===== src/chg_pkg.sv =====
// Constants, types and field layout of the charger command front end
`default_nettype none
package chg_pkg;
   // Word sizes
   localparam int CMD_BITS   = 22;
   localparam int ADC_BITS   = 10;
   localparam int STAT_BITS  = 8;
   localparam int TX_BITS    = 2 * ADC_BITS + STAT_BITS;
   localparam int LEN_MSB    = ADC_BITS + STAT_BITS;
   localparam int LEN_BOTH   = 2 * ADC_BITS + STAT_BITS;

   // Bit positions (bit number minus one) inside the command word
   localparam int IDX_START  = 0;
   localparam int IDX_OP_LO  = 1;
   localparam int IDX_OP_HI  = 2;
   localparam int IDX_LAST   = CMD_BITS - 1;

   // Power-up value of the command word
   localparam logic [CMD_BITS-1:0] CMD_RESET = 22'h000000;

   // Timing: PWM rate derived from the system clock
   localparam int CLK_FREQ_KHZ = 125000;
   localparam int PWM_FREQ_KHZ = 111;
   localparam int PWM_PERIOD   = CLK_FREQ_KHZ / PWM_FREQ_KHZ;
   localparam int SLOTS        = 16;
   localparam logic [2:0] DUTY_MAX = 3'h4;

   // Operating modes, second mode bit is the high bit
   typedef enum logic [1:0] {
      MODE_IDLE   = 2'h0,
      MODE_DISCH  = 2'h1,
      MODE_CHARGE = 2'h2,
      MODE_GAS    = 2'h3
   } chg_mode_e;

   // Serial sequencer states
   typedef enum logic [2:0] {
      ST_OFF  = 3'h0,
      ST_HUNT = 3'h1,
      ST_CMD  = 3'h2,
      ST_CONV = 3'h3,
      ST_OUT  = 3'h4,
      ST_DONE = 3'h5
   } chg_state_e;

   // Command word, bit 1 at the bottom
   typedef struct packed {
      logic [1:0] ref_level_sel;
      logic [2:0] timeout_sel;
      logic       failsafe_clear_bit;
      logic [2:0] duty_sel;
      logic       power_down_bit;
      logic [3:0] ratio_sel;
      logic [2:0] adc_input_sel;
      logic       output_order_sel;
      logic       single_vs_diff_sel;
      logic [1:0] op_sel;
      logic       start;
   } chg_cmd_s;
endpackage
`default_nettype wire


===== src/chg_serial_ctrl.sv =====
// Serial command interpreter and mode controller of the charger
//
// Function
// - Each transaction carries a 22-bit command word
// - Command word clears to zero at reset
// - Leading zeros ignored until the start bit
// - Fixed bit order of the command fields
// - Mode bits: second high, first low
// - Mode bits take effect as each arrives
// - Serial input sampled on clock rise
// - Serial output changes on clock fall
// - Output silent while command bits arrive
// - One conversion, then result and status out
// - Power-down stops analog, keeps serial logic
// - Idle disables PWM and discharge outputs
// - Discharge output high only in discharge
// - Four-bit divider ratio, 1/1 to 1/16
// - Divider off in shutdown and gas gauge
// - Charge mode runs 111 kHz PWM loop
// - Gas gauge routes sense signal to ADC
// - Faults monitored in discharge and charge
// - Order bit picks MSB-only or MSB-then-LSB
// - Fail-safe clear bit self-clears at deselect
// - Status word is eight bits long
`timescale 1ns/1ps
`default_nettype none
module chg_serial_ctrl #(
   parameter int ADC_CLKS = 2
) (
   // Clock, reset, enable
   input  wire logic                           mclk_i,
   input  wire logic                           nrst_i,
   input  wire logic                           ce_i,
   // Serial pins
   input  wire logic                           cs_n_i,
   input  wire logic                           sclk_i,
   input  wire logic                           sdi_i,
   output var  logic                           sdo_o,
   output var  logic                           sdo_oe_o,
   // Analog side
   input  wire logic [chg_pkg::ADC_BITS-1:0]   adc_result_i,
   input  wire logic [chg_pkg::STAT_BITS-1:0]  fault_i,
   input  wire logic                           sense_over_i,
   output var  logic                           adc_start_o,
   output var  logic                           analog_en_o,
   output var  logic                           div_connect_o,
   output var  logic                           gas_route_o,
   output var  logic                           dis_o,
   output var  logic                           fet_gate_drive_o,
   output var  logic                           failsafe_clear_o,
   output var  chg_pkg::chg_cmd_s              cmd_o
);

   // Elaboration check, the conversion counter is four bits wide
   if (ADC_CLKS < 1 || ADC_CLKS > 16) begin : g_bad_clks
      $error("ADC_CLKS must be between one and sixteen");
   end

   ////////////////////////////////////////////////////////////////////////
   // Pin synchronisers and edge detect
   logic [2:0] sclk_sync;
   logic [1:0] cs_sync;
   logic [1:0] sdi_sync;
   logic [1:0] sense_sync;
   logic       sclk_rise;
   logic       sclk_fall;
   logic       cs_high;
   logic       sdi_bit;

   always_ff @(posedge mclk_i)
   begin
      if (!nrst_i)
      begin
         sclk_sync  <= 3'h0;
         cs_sync    <= 2'h3;
         sdi_sync   <= 2'h0;
         sense_sync <= 2'h0;
      end
      else if (ce_i)
      begin
         sclk_sync  <= {sclk_sync[1:0], sclk_i};
         cs_sync    <= {cs_sync[0], cs_n_i};
         sdi_sync   <= {sdi_sync[0], sdi_i};
         sense_sync <= {sense_sync[0], sense_over_i};
      end
   end

   assign sclk_rise = ce_i && sclk_sync[1] && !sclk_sync[2];
   assign sclk_fall = ce_i && !sclk_sync[1] && sclk_sync[2];
   assign cs_high   = cs_sync[1];
   assign sdi_bit   = sdi_sync[1];

   ////////////////////////////////////////////////////////////////////////
   // Serial sequencer
   chg_pkg::chg_state_e                  state;
   logic [4:0]                           bit_cnt;
   logic [4:0]                           out_cnt;
   logic [4:0]                           out_len;
   logic [3:0]                           conv_cnt;
   logic [chg_pkg::CMD_BITS-2:0]         shadow;
   logic [chg_pkg::TX_BITS-1:0]          tx;
   logic [chg_pkg::STAT_BITS-1:0]        status;
   logic                                 commit;

   assign commit = (state == chg_pkg::ST_CMD) && sclk_rise && !cs_high
                   && (bit_cnt == 5'(chg_pkg::IDX_LAST));

   // Result bit-reversed for the LSB-first tail
   logic [chg_pkg::ADC_BITS-1:0]         adc_rev;
   for (genvar k = 0; k < chg_pkg::ADC_BITS; k++)
   begin : g_rev
      assign adc_rev[k] = adc_result_i[chg_pkg::ADC_BITS-1-k];
   end

   // State, counters and shift registers
   always_ff @(posedge mclk_i)
   begin
      if (!nrst_i)
      begin
         state    <= chg_pkg::ST_OFF;
         bit_cnt  <= 5'h00;
         out_cnt  <= 5'h00;
         out_len  <= 5'h00;
         conv_cnt <= 4'h0;
         shadow   <= '0;
         tx       <= '0;
         sdo_o    <= 1'b0;
         sdo_oe_o <= 1'b0;
      end
      else if (ce_i)
      begin
         if (cs_high)
         begin
            state    <= chg_pkg::ST_OFF;
            sdo_oe_o <= 1'b0;
            sdo_o    <= 1'b0;
         end
         else
         begin
            case (state)
               chg_pkg::ST_OFF:
                  state <= chg_pkg::ST_HUNT;
               chg_pkg::ST_HUNT:
                  if (sclk_rise && sdi_bit)
                  begin
                     shadow[chg_pkg::IDX_START] <= 1'b1;
                     bit_cnt <= 5'h01;
                     state   <= chg_pkg::ST_CMD;
                  end
               chg_pkg::ST_CMD:
                  if (commit)
                  begin
                     conv_cnt <= 4'h0;
                     state    <= chg_pkg::ST_CONV;
                  end
                  else if (sclk_rise)
                  begin
                     shadow[bit_cnt] <= sdi_bit;
                     bit_cnt <= bit_cnt + 5'h01;
                  end
               chg_pkg::ST_CONV:
                  if (sclk_fall)
                  begin
                     if (conv_cnt == 4'(ADC_CLKS - 1))
                     begin
                        if (cmd_o.output_order_sel)
                        begin
                           tx <= {adc_result_i, status,
                                  {chg_pkg::ADC_BITS{1'b0}}};
                           out_len <= 5'(chg_pkg::LEN_MSB);
                        end
                        else
                        begin
                           tx <= {adc_result_i, adc_rev, status};
                           out_len <= 5'(chg_pkg::LEN_BOTH);
                        end
                        sdo_o    <= adc_result_i[chg_pkg::ADC_BITS-1];
                        sdo_oe_o <= 1'b1;
                        out_cnt  <= 5'h00;
                        state    <= chg_pkg::ST_OUT;
                     end
                     else
                        conv_cnt <= conv_cnt + 4'h1;
                  end
               chg_pkg::ST_OUT:
                  if (sclk_fall)
                  begin
                     if (out_cnt == out_len - 5'h01)
                     begin
                        sdo_o <= 1'b0;
                        state <= chg_pkg::ST_DONE;
                     end
                     else
                     begin
                        tx      <= {tx[chg_pkg::TX_BITS-2:0], 1'b0};
                        sdo_o   <= tx[chg_pkg::TX_BITS-2];
                        out_cnt <= out_cnt + 5'h01;
                     end
                  end
               chg_pkg::ST_DONE:
                  state <= chg_pkg::ST_DONE;
               default:
                  state <= chg_pkg::ST_OFF;
            endcase
         end
      end
   end

   ////////////////////////////////////////////////////////////////////////
   // Command word register
   always_ff @(posedge mclk_i)
   begin
      if (!nrst_i)
         cmd_o <= chg_pkg::chg_cmd_s'(chg_pkg::CMD_RESET);
      else if (ce_i)
      begin
         if (cs_high)
            cmd_o.failsafe_clear_bit <= 1'b0;
         else if (commit)
            cmd_o <= chg_pkg::chg_cmd_s'({sdi_bit, shadow});
         else if ((state == chg_pkg::ST_CMD) && sclk_rise)
         begin
            if (bit_cnt == 5'(chg_pkg::IDX_OP_LO))
               cmd_o.op_sel[0] <= sdi_bit;
            if (bit_cnt == 5'(chg_pkg::IDX_OP_HI))
               cmd_o.op_sel[1] <= sdi_bit;
         end
      end
   end

   ////////////////////////////////////////////////////////////////////////
   // Mode decode into registered controls
   chg_pkg::chg_mode_e mode;
   logic               awake;
   logic               dis_want;
   assign mode     = chg_pkg::chg_mode_e'(cmd_o.op_sel);
   assign awake    = !cmd_o.power_down_bit;
   assign dis_want = awake && (mode == chg_pkg::MODE_DISCH);

   always_ff @(posedge mclk_i)
   begin
      if (!nrst_i)
      begin
         analog_en_o      <= 1'b1;
         div_connect_o    <= 1'b1;
         gas_route_o      <= 1'b0;
         dis_o            <= 1'b0;
         adc_start_o      <= 1'b0;
         failsafe_clear_o <= 1'b0;
      end
      else if (ce_i)
      begin
         analog_en_o      <= awake;
         div_connect_o    <= awake && (mode != chg_pkg::MODE_GAS);
         gas_route_o      <= awake && (mode == chg_pkg::MODE_GAS);
         dis_o            <= dis_want;
         adc_start_o      <= commit;
         failsafe_clear_o <= cmd_o.failsafe_clear_bit;
      end
   end

   ////////////////////////////////////////////////////////////////////////
   // Fail-safe status latches, one per bit
   logic [chg_pkg::STAT_BITS-1:0] fault_s1;
   logic [chg_pkg::STAT_BITS-1:0] fault_s2;
   logic                          watching;
   assign watching = awake && ((mode == chg_pkg::MODE_DISCH)
                               || (mode == chg_pkg::MODE_CHARGE));

   for (genvar i = 0; i < chg_pkg::STAT_BITS; i++) begin : g_stat
      always_ff @(posedge mclk_i)
      begin
         if (!nrst_i)
         begin
            fault_s1[i] <= 1'b0;
            fault_s2[i] <= 1'b0;
            status[i]   <= 1'b0;
         end
         else if (ce_i)
         begin
            fault_s1[i] <= fault_i[i];
            fault_s2[i] <= fault_s1[i];
            if (watching && fault_s2[i])
               status[i] <= 1'b1;
            else if (cmd_o.failsafe_clear_bit)
               status[i] <= 1'b0;
         end
      end
   end

   ////////////////////////////////////////////////////////////////////////
   // Charge PWM loop with duty slots
   logic [10:0] pwm_cnt;
   logic [3:0]  slot;
   logic        charging;
   logic        slot_on;
   assign charging = awake && (mode == chg_pkg::MODE_CHARGE);
   assign slot_on  = (cmd_o.duty_sel <= chg_pkg::DUTY_MAX)
                     && ({1'b0, slot} < (5'h01 << cmd_o.duty_sel));

   always_ff @(posedge mclk_i)
   begin
      if (!nrst_i)
      begin
         pwm_cnt          <= 11'h000;
         slot             <= 4'h0;
         fet_gate_drive_o <= 1'b0;
      end
      else if (ce_i)
      begin
         if (!charging)
         begin
            pwm_cnt          <= 11'h000;
            slot             <= 4'h0;
            fet_gate_drive_o <= 1'b0;
         end
         else if (pwm_cnt == 11'(chg_pkg::PWM_PERIOD - 1))
         begin
            pwm_cnt          <= 11'h000;
            slot             <= slot + 4'h1;
            fet_gate_drive_o <= 1'b0;
         end
         else
         begin
            pwm_cnt <= pwm_cnt + 11'h001;
            if (pwm_cnt == 11'h000)
               fet_gate_drive_o <= slot_on && !sense_sync[1];
            else if (sense_sync[1])
               fet_gate_drive_o <= 1'b0;
         end
      end
   end
endmodule // chg_serial_ctrl
`default_nettype wire


===== config.mk =====
export PLATFORM = sky130hd
export DESIGN_NAME = chg_serial_ctrl
export DESIGN_NICKNAME = d
export VERILOG_FILES = /design/src/chg_pkg.sv /design/src/chg_serial_ctrl.sv
export SDC_FILE = /design/constraint.sdc
export NUM_CORES = 1
export LEC_CHECK = 0
export ABC_AREA = 1
export BUFFER_PORTS_ARGS = -buffer_cell sky130_fd_sc_hd__buf_4
export CAP_MARGIN = 20
export CORE_ASPECT_RATIO = 0.6
export CORE_UTILIZATION = 40
export DETAILED_ROUTE_END_ITERATION = 10
export SYNTH_ARGS = -nofsm -noshare
export SYNTH_HDL_FRONTEND = slang
export SYNTH_SLANG_ARGS = --single-unit

===== constraint.sdc =====
create_clock -name mclk_i -period 2.5 [get_ports mclk_i]
set_input_delay 0.125 -clock mclk_i [delete_from_list [all_inputs] [get_ports mclk_i]]
set_output_delay 0.125 -clock mclk_i [all_outputs]
set_load 0.05 [all_outputs]

---- After elaboration in Yosys (flattened, before gate mapping) ----
Cells that the tools add are included.
storage, ports and cells
  register bits ........................... 149
  input bits .............................. 25
  word-level logic and storage cells ...... 245
operators by class
  $add $sub $neg .......................... 6
  $lt $le $gt $ge ......................... 4
  eq/ne operators ......................... 32
  shift operators ......................... 1
  mux-type cells .......................... 68
  bitwise gates (word level) .............. 2
  reductions and logical operators ........ 73
operators with widths
  operator                                                          number
  27-bit two-way mux                                                4
  27-bit one-hot mux with 2 select lines                            1
  2-bit nonzero test                                                18
  5-bit two-way mux                                                 7
  1-bit two-way mux                                                 29
  1-bit logical AND                                                 24
  4-bit two-way mux                                                 6
  11-bit two-way mux                                                2
  2-bit AND reduction                                               11
  21-bit bitwise mux                                                1
  3-bit two-way mux                                                 7
  2-bit != test (second input constant)                             10
  5-bit one-hot mux with 2 select lines                             2
  18-bit two-way mux                                                1
  3-bit != test (second input constant)                             6
  3-bit one-hot mux with 6 select lines                             1
  5-bit AND reduction                                               3
  14-bit two-way mux                                                1
  7-bit AND reduction                                               2
  4-bit AND reduction                                               3
  6-bit AND reduction                                               2
  11-bit by 1-bit adder with 11-bit output (second input constant)  1
  11-bit == test (second input constant)                            1
  11-bit zero test                                                  1
  30 further kinds                                                  42

---- Longest topological paths before layout ----
Gate-level depths: netlist of the first run.
  depth in word-level cells ............... 8
  mapped depth ............................ 15
  mapped depth without buffers ............ 14

---- Least setup slack after synthesis of the first run ----
OpenSTA, ideal clock, no wires.
  path kind ............................... reg-to-reg
  start ................................... register cmd_o (netlist bit mode[0])
  end ..................................... register pwm_cnt[4]
  setup time .............................. 0.126 ns
  arrival ................................. 1.777 ns
  required time ........................... 2.374 ns
  slack ................................... 0.597 ns
  stages on the path, launching flop included .. 12
  path buffers ............................ 1
  path through ............................ dfxtp_1 > inv_1 > ha_1 > inv_1 > nor2_1 > inv_1 > nor2_1 > nor2_1 > inv_1 > nand2_1 > buf_4 > nor3_1
between the ends
  longest elaborated chain between the ends .. 3
RTL lines
  element                 line                    RTL
  start, declared         chg_serial_ctrl.sv:51   output var chg_pkg::chg_cmd_s cmd_o
  start signal, assigned  chg_serial_ctrl.sv:214  cmd_o <= chg_pkg::chg_cmd_s'(chg_pkg::CMD_RESET);
  start signal, assigned  chg_serial_ctrl.sv:220  cmd_o <= chg_pkg::chg_cmd_s'({sdi_bit, shadow});
  2-bit == test           chg_serial_ctrl.sv:297  assign charging = awake && (mode == chg_pkg::MODE_CHARGE);
  1-bit logical AND       chg_serial_ctrl.sv:297
  11-bit two-way mux      chg_serial_ctrl.sv:311  if (!charging)
  end signal, assigned    chg_serial_ctrl.sv:325  pwm_cnt <= pwm_cnt + 11'h001;
  end, declared           chg_serial_ctrl.sv:293  logic [10:0] pwm_cnt;
Every way passes these cells.
A chain may end at the register's enable or synchronous reset.

---- Worst setup path after layout of the first run ----
  start ................................... register out_len[1]
  end ..................................... register tx[19] (netlist name)
between the ends
  longest elaborated chain between the ends .. 4
RTL lines
  element                                      line                    RTL
  start, declared                              chg_serial_ctrl.sv:98   logic [4:0] out_len;
  start signal, assigned                       chg_serial_ctrl.sv:170  out_len <= 5'(chg_pkg::LEN_MSB);
  start signal, assigned                       chg_serial_ctrl.sv:175  out_len <= 5'(chg_pkg::LEN_BOTH);
  5-bit by 1-bit subtractor with 5-bit output  chg_serial_ctrl.sv:188  if (out_cnt == out_len - 5'h01)
  5-bit == test                                chg_serial_ctrl.sv:188
  2-bit != test (no line)                      n/a
  7-bit AND reduction (no line)                n/a
  end signal, assigned                         chg_serial_ctrl.sv:168  tx <= {adc_result_i, status,
  end signal, assigned                         chg_serial_ctrl.sv:174  tx <= {adc_result_i, adc_rev, status};
  end signal, assigned                         chg_serial_ctrl.sv:195  tx <= {tx[chg_pkg::TX_BITS-2:0], 1'b0};
  end, declared                                chg_serial_ctrl.sv:101  logic [chg_pkg::TX_BITS-1:0] tx;
Every way passes these cells.

==> results of run 1 <==
## cells in the mapped netlist (10+ instances only)
cell / count
ha_1: 19
inv_2: 10
nand2_1: 205
nand4_1: 13
a21oi_1: 71
dfxtp_1: 147
nand3b_1: 21
inv_1: 78
nor3_1: 16
buf_2: 12
o21ai_0: 96
nor2_1: 176
clkbuf_1: 27
nand3_1: 58
## metrics by stage
step | cells | hold WS, ns | power, mW | worst slack (ns) | utilization (%)
6_report | 1308 | 0.02149 | 5.301 | 0.3999 | 48.23
5_1_grt | 1308 | 0.005442 | 5.521 | 0.1504 | 48.23
4_1_cts | 1308 | 0.003109 | 5.342 | 0.4146 | 48.23
3_5_place_dp | 1264 | 0.3542 | 2.838 | 0.4159 | 44.22
3_3_place_gp | 1264 | 0.3490 | 2.840 | 0.4712 | 44.22
2_1_floorplan | 1011 | 0.2513 | 2.737 | 0.5965 | -
## registers in the layout (all words and copies together) (netlist names), 4 cells and up
signal    flops
fault_s1      8
status        8
conv_cnt      4
shadow       21
fault_s2      8
bit_cnt       5
tx           27
out_cnt       5
slot          4
cmd_o        20
pwm_cnt      11
## cells by family after synthesis
group	Yosys count	synth area share, %
AO/OA/AOI/OAI	181	13.27
XOR/XNOR	10	1.240
adder cells (fa/ha/maj)	19	3.366
buffers and inverters	141	8.698
flip-flops	147	41.67
AND/OR/NAND/NOR	513	31.76
## critical path, delay by kind of cell (launching register included)
family                     cells  cell delay, ns
DFF                            1            0.40
buffers and inverters          3            0.34
adders and majority gates      1            0.30
and+or+nand+nor               10            0.96
## worst max-delay path by stage
stage,to,slack [ns],depth (start not counted)
after floorplan,pwm_cnt[4]$_SDFFE_PN0P_,0.60,11
after global placement,tx[16]$_SDFFE_PN0P_,0.47,14
after detailed placement,tx[19]$_SDFFE_PN0P_,0.42,14
after CTS,tx[19]$_SDFFE_PN0P_,0.41,14
after global routing,tx[13]$_SDFFE_PN0P_,0.15,14
final,tx[19]$_SDFFE_PN0P_,0.40,14
## layer usage
layer / wire [µm] / vias up / GRT usage (%)
li1: - / 3365 / -
met5: 0 / - / 0
met2: 6717 / 112 / 27.80
met1: 9643 / 2774 / 30.13
met3: 656 / 12 / 3.930
met4: 145 / 0 / 4.930
## report_power, final
group	switching, mW	leakage, nW	internal [mW]	total, mW
combinational	0.251	2.02	0.138	0.390
sequential	0.0300	1.19	2.39	2.42
clock	1.02	0.271	1.47	2.49
## area by class of cell
class	count	area, µm²
Timing Repair Buffer	81	650.6
Clock inverter	12	132.6
Sequential cell	147	2943
Multi-Input combinational cell	723	3506
Clock buffer	20	436.7
Inverter	91	344.1
Fill cell	1764	8916
Tap cell	234	292.8
==> results.sh, run 1 <==
export IMPL_ff2ff_path_depth=14
export IMPL_outcome="completed"
export IMPL_p_per_area_nw_per_um2=638.2
export IMPL_place_area_um2=7616
export IMPL_r2r_setup_slack_ns=0.40
export IMPL_ys_ff_latch=147
export IMPL_finalCritPeriodShare_pct=84.00
export IMPL_end_kind="flip-flop"
export IMPL_cp_slowest_cell="dfxtp_1"
export IMPL_slowest_delay_ns=0.40
export IMPL_first_global_vias=5776
export IMPL_crit_top_cell="nand2_1"
export IMPL_worstPathRequired_ns=2.82
export IMPL_hold_end="sclk_sync[2]$_SDFFE_PN0P_"
export IMPL_timing_rr_end="tx[19]$_SDFFE_PN0P_"
export IMPL_netlist_area_leader_share_pct=41.67
export IMPL_final_hold_violation_count=0
export IMPL_fp_coreArea_um2=17220
export IMPL_synth_cells=1011
export IMPL_clkSlewWorstSetupHoldPaths_ns=0.06
export IMPL_diodes=0
export IMPL_relSlewSlack_pct=55.65
export IMPL_async_flop_share_pct=0
export IMPL_final_cell_mix="nand2_1, nor2_1, dfxtp_1"
export IMPL_drtIter0Drc=386
export IMPL_rsz0062_at_grt="false"
export IMPL_worstSetupPathType="reg -> reg"
export IMPL_cts_tree="built"
export IMPL_post_cts_resized=0
export IMPL_hold_path_startpoint="ce_i"
export IMPL_fp_dieW_um=173.6
export IMPL_io_pins=56
export IMPL_cts_root_buf="clkbuf_16"
export IMPL_hold_class="in -> reg"
export IMPL_report_final_slew_viol_count=0
export IMPL_grt_overflow=0
export IMPL_dieArea_um2=18210
export IMPL_grt_pass1_wl_um=29210
export IMPL_num_rows=37
export IMPL_startpoint="out_len[1]$_SDFFE_PN0P_"
export IMPL_drtPass1Iterations=6
export IMPL_start_util_pct=41.01
export IMPL_grtUsageTotal_pct=19.74
export IMPL_antenna_found_initial=0
export IMPL_setup_worst_path_start_class="flip-flop"
export IMPL_ys_flop_type="dfxtp_1"
export IMPL_worstPathArrival_ns=2.42
export IMPL_grt_start_max_net_pins=101
export IMPL_maxCapViolCount=0
export IMPL_die_h_um=104.9
export IMPL_holdPathStages=2
export IMPL_synth_area_per_cell_um2=6.986
export IMPL_post_route_cell_area_um2=8305
export IMPL_dpl_hpwl_um=11470
export IMPL_numCtsBuffers=17
export IMPL_via_count=6263
export IMPL_crit_chain="inv_1 > ha_1 > nand2_1 > inv_1 > nor2_1 > nand2_1 > nor2_1 > nand2_1 > nand2_1 > nand2_1 > nand2_2 > inv_2 > nor2_1 > nor2_1"
export IMPL_finalSetupTns_ns=0
export IMPL_tightest_slew_ns=0.6628
export IMPL_crit_fanout=23
export IMPL_postCtsHoldBufs=12
export IMPL_port_buffers=55
export IMPL_ys_seq_area_share_pct=41.67
export IMPL_nets=1105
export IMPL_netlist_cell_type_count=39
export IMPL_htreeDepth=4
export IMPL_syn_num_nets=1055
export IMPL_setup_violations_final=0
export IMPL_antenna_left=0
export IMPL_clk_path_buf_depth=2
export IMPL_yosys_area_top_type="dfxtp_1"
export IMPL_drive_gt1_share_pct=12.20
export IMPL_skew_ns=0.01171
export IMPL_drc=0
export IMPL_synth_warnings=0
export IMPL_cts_sinks=147
export IMPL_avgViaCountPerCell=4.788
export IMPL_synthTopCellsByArea="dfxtp_1, nand2_1, nor2_1, o21ai_0, a21oi_1"
export IMPL_gp_congestion=0.8203
export IMPL_syn_area_um2=7063
export IMPL_period_minus_slack_ns=2.100
export IMPL_wirelength_um=17160
export IMPL_mostFrequentLayoutCell="nand2_1"
export IMPL_postCtsSetupRepairBufs=0
export IMPL_ir_drop_mv=0.4888
export IMPL_r2r_start="out_len[1]$_SDFFE_PN0P_"
export IMPL_syn_to_final_growth_pct=17.59
export IMPL_fmax_mhz=476.2
export IMPL_routedWlPerCell_um=13.12
export IMPL_clk_latency_ns=0.42
export IMPL_synth_edf_count=0
export IMPL_power_leakage_nw=3.481
Power figures use the tool's default switching activity.
==> run 2: changes to the inputs <==
ABC_AREA = 0   (was 1)
clock period = 2.15 ns   (was 2.5 ns; I/O delays follow)
==> run 2 against run 1 <==
Clock skew up 0.0066 ns. Via count down 9.7%. Synthesized cell count down 25%. Area after synthesis down 6.0%. Worst hold slack better by 0.034 ns. Sequential share of layout area up 0.64 points. Register-to-register slack worse by 0.29 ns. Count of clock-buffer cells in the layout unchanged. First-iteration DRC count down 1.0%. Combinational power down 37%. Design area down 1.8%. Critical endpoint is now slot[3]$_SDFFE_PN0P_. Highest routed layer unchanged.
==> results.sh, run 2 <==
export IMPL_outcome="completed"
export IMPL_final_cell_mix="dfxtp_1, nand2_1, buf_4"
export IMPL_syn_area_um2=6640
export IMPL_drive_gt1_share_pct=15.69
export IMPL_die_h_um=101.8
export IMPL_largest_register="tx"
export IMPL_rsz0062_at_grt="false"
export IMPL_p_int_mw=4.930
export IMPL_cp_top_family="simple AND/OR/NAND/NOR gates"
export IMPL_syn_to_final_growth_pct=22.88
export IMPL_final_hold_violation_count=0
export IMPL_maxCapViolCount=0
export IMPL_whs_ns=0.05504
export IMPL_grt_start_max_net_pins=52
export IMPL_gp_congestion=0.8813
export IMPL_io_pins=56
export IMPL_p_per_area_nw_per_um2=765.1
export IMPL_cts_root_buf="clkbuf_16"
export IMPL_ys_seq_area_share_pct=44.32
export IMPL_skew_ns=0.01833
export IMPL_met2_usage_pct=28.95
export IMPL_finalCritPeriodShare_pct=94.96
export IMPL_htreeDepth=4
export IMPL_crit_fanout=6
export IMPL_largest_reg_flops=27
export IMPL_fp_dieW_um=168.3
export IMPL_synth_edf_count=0
export IMPL_setup_worst_path_start_class="flip-flop"
export IMPL_ff2ff_path_depth=5
export IMPL_period_minus_slack_ns=2.042
export IMPL_post_route_cell_area_um2=8159
export IMPL_start_util_pct=40.95
export IMPL_netlist_cell_type_count=59
export IMPL_timing_rr_end="slot[3]$_SDFFE_PN0P_"
export IMPL_synth_area_per_cell_um2=8.772
export IMPL_async_flop_share_pct=0
export IMPL_clk_path_buf_depth=2
export IMPL_hold_path_startpoint="adc_result_i[9]"
export IMPL_numCtsBuffers=17
export IMPL_r2r_setup_slack_ns=0.11
export IMPL_use_met3_pct=4.728
export IMPL_seqPwrFrac_pct=44.3
export IMPL_grt_pass1_wl_um=26590
export IMPL_ir_drop_mv=0.5939
export IMPL_diodes=0
export IMPL_relSlewSlack_pct=56.74
export IMPL_fp_coreArea_um2=16220
export IMPL_num_rows=36
export IMPL_swShare_pct=21.02
export IMPL_crit_chain="or4_4 > nor4_4 > o21ai_2 > or4_1 > nand2_1"
export IMPL_antenna_found_initial=0
export IMPL_synthTopCellsByArea="dfxtp_1, mux2i_1, nand2_1, nor2_1, a21oi_1"
export IMPL_n_fill_cell=1492
export IMPL_power_leakage_nw=3.042
export IMPL_syn_num_nets=801
export IMPL_multiInputGateArea_um2=3403
export IMPL_place_area_um2=7267
export IMPL_dpl_hpwl_um=11320
export IMPL_first_global_vias=5250
export IMPL_routedWlPerCell_um=15.71
export IMPL_globalRouteMet1Util_pct=28.44
export IMPL_mostFrequentLayoutCell="dfxtp_1"
export IMPL_worstSetupPathType="reg -> reg"
export IMPL_drc=0
export IMPL_wirelength_um=16410
export IMPL_endpoint="slot[3]$_SDFFE_PN0P_"
export IMPL_hold_class="in -> reg"
export IMPL_busiest_layer="met2"
export IMPL_grt_overflow=0
export IMPL_synth_commonest_cells="dfxtp_1, nand2_1, nor2_1, a21oi_1, mux2i_1"
export IMPL_clk_latency_ns=0.42
export IMPL_power_mw=6.242
export IMPL_cp_slowest_cell="or4_4"
export IMPL_dp_slack_ns=-0.008665
export IMPL_dieArea_um2=17140
export IMPL_worstPathArrival_ns=2.39
export IMPL_report_final_slew_viol_count=0
export IMPL_synth_cells=757
export IMPL_startpoint="pwm_cnt[4]$_SDFFE_PN0P_"
export IMPL_r2r_start="pwm_cnt[4]$_SDFFE_PN0P_"
export IMPL_fin_util_pct=50.32
export IMPL_drtPass1Iterations=6
export IMPL_end_kind="flip-flop"
export IMPL_fmax_mhz=489.8
export IMPL_crit_cells=5
export IMPL_tightest_slew_ns=0.6474
export IMPL_critPathBufInv=0
export IMPL_nets=866
export IMPL_port_buffers=55
export IMPL_cts_tree="built"
export IMPL_finalSetupTns_ns=0
export IMPL_finalWorstSetupSlack_ns=0.1084
export IMPL_drtIter0Drc=382
export IMPL_top_regs="tx: 27 flops, shadow: 21 flops, cmd_o: 20 flops"
export IMPL_setup_violations_final=0
export IMPL_synth_warnings=0
export IMPL_yosys_area_top_type="dfxtp_1"
export IMPL_netlist_area_leader_share_pct=44.32
export IMPL_synthMostInstantiatedCell="dfxtp_1"
export IMPL_slowest_delay_ns=0.56
export IMPL_ff_latch_area_um2=2943
export IMPL_via_count=5653
export IMPL_cts_sinks=147
export IMPL_comb_power_share_pct=4.0
export IMPL_antenna_left=0
export IMPL_ys_ff_latch=147
export IMPL_power_share_clock_pct=51.7
export IMPL_final_instance_count_excl_fill=1044
export IMPL_p_sw_mw=1.312
export IMPL_ys_flop_type="dfxtp_1"
export IMPL_clkSlewWorstSetupHoldPaths_ns=0.06
export IMPL_grtUsageTotal_pct=19.56
export IMPL_avgViaCountPerCell=5.415
export IMPL_dpl_cell_count=989
export IMPL_worstPathRequired_ns=2.50
-- run 2: cell count changes after synthesis, moves of 12 or more --
cell | before | now
nor2_1 | 176 | 70
nand2_1 | 205 | 115
o21ai_0 | 96 | 9
inv_1 | 78 | 16
mux2i_1 | 0 | 47
nand3_1 | 58 | 16
o211ai_1 | 1 | 28
a21oi_1 | 71 | 48
o31ai_1 | 1 | 20
nand3b_1 | 21 | 5
nor3_1 | 16 | 32
clkbuf_1 | 27 | 40
nor3b_1 | 0 | 13
a211oi_1 | 1 | 13
-- run 2: worst register-to-register path: stages (launching register included) --
cell and delay (ns):
dfxtp_1 0.34, or4_4 0.56, nor4_4 0.32, o21ai_2 0.17, or4_1 0.53, nand2_1 0.08
-- run 2: area by class of cell --
cell class | count | area share, %
clock inverters | 12 | 2.515
inverters | 18 | 0.8281
multi-input cells | 537 | 41.71
flip-flops and latches | 147 | 36.07
repair buffers | 101 | 10.32
well taps | 209 | 3.205
clock buffers | 20 | 5.352
-- run 2: worst min-delay path by stage --
stage	to	slack, ns	cells after the start
floorplan	cs_sync[0]$_SDFFE_PN1P_	0.24	2
global placement	cs_sync[0]$_SDFFE_PN1P_	0.34	3
detailed placement	cs_sync[0]$_SDFFE_PN1P_	0.35	3
CTS	sdo_o$_SDFFE_PN0P_	0.04	3
global route	sdo_o$_SDFFE_PN0P_	0.06	3
finish	sdo_o$_SDFFE_PN0P_	0.06	3
-- run 2: cell families after synthesis --
family	share of synthesized area, %
buffers and inverters	4.767
AOI/OAI and AO/OA	16.70
and+or+nand+nor	21.01
DFF	44.32
muxes	7.255
xor gates and xnor gates	2.374
adders and majority gates	3.580
-- run 2: per-layer routing --
layer | routed length, µm | part of all wire, %
met5 | 0 | 0
met4 | 125 | 0.76
met3 | 648 | 3.9
met2 | 7145 | 44
met1 | 8486 | 52
-- run 2: repair_timing --
item,CTS,global route
gates resized for setup,1,6
pin swaps,0,1
hold endpoints to repair,23,0
setup endpoints to repair,1,38
hold buffers,22,0
setup buffers,0,1
-- run 2: power by group through the flow --
stage,combinational [mW],sequential [mW],clock (mW)
3_3_place_gp,0.211,2.83,0
6_report,0.247,2.77,3.23
4_1_cts,0.248,2.77,3.29
2_1_floorplan,0.142,2.82,0
3_5_place_dp,0.215,2.83,0
5_1_grt,0.272,2.77,3.42
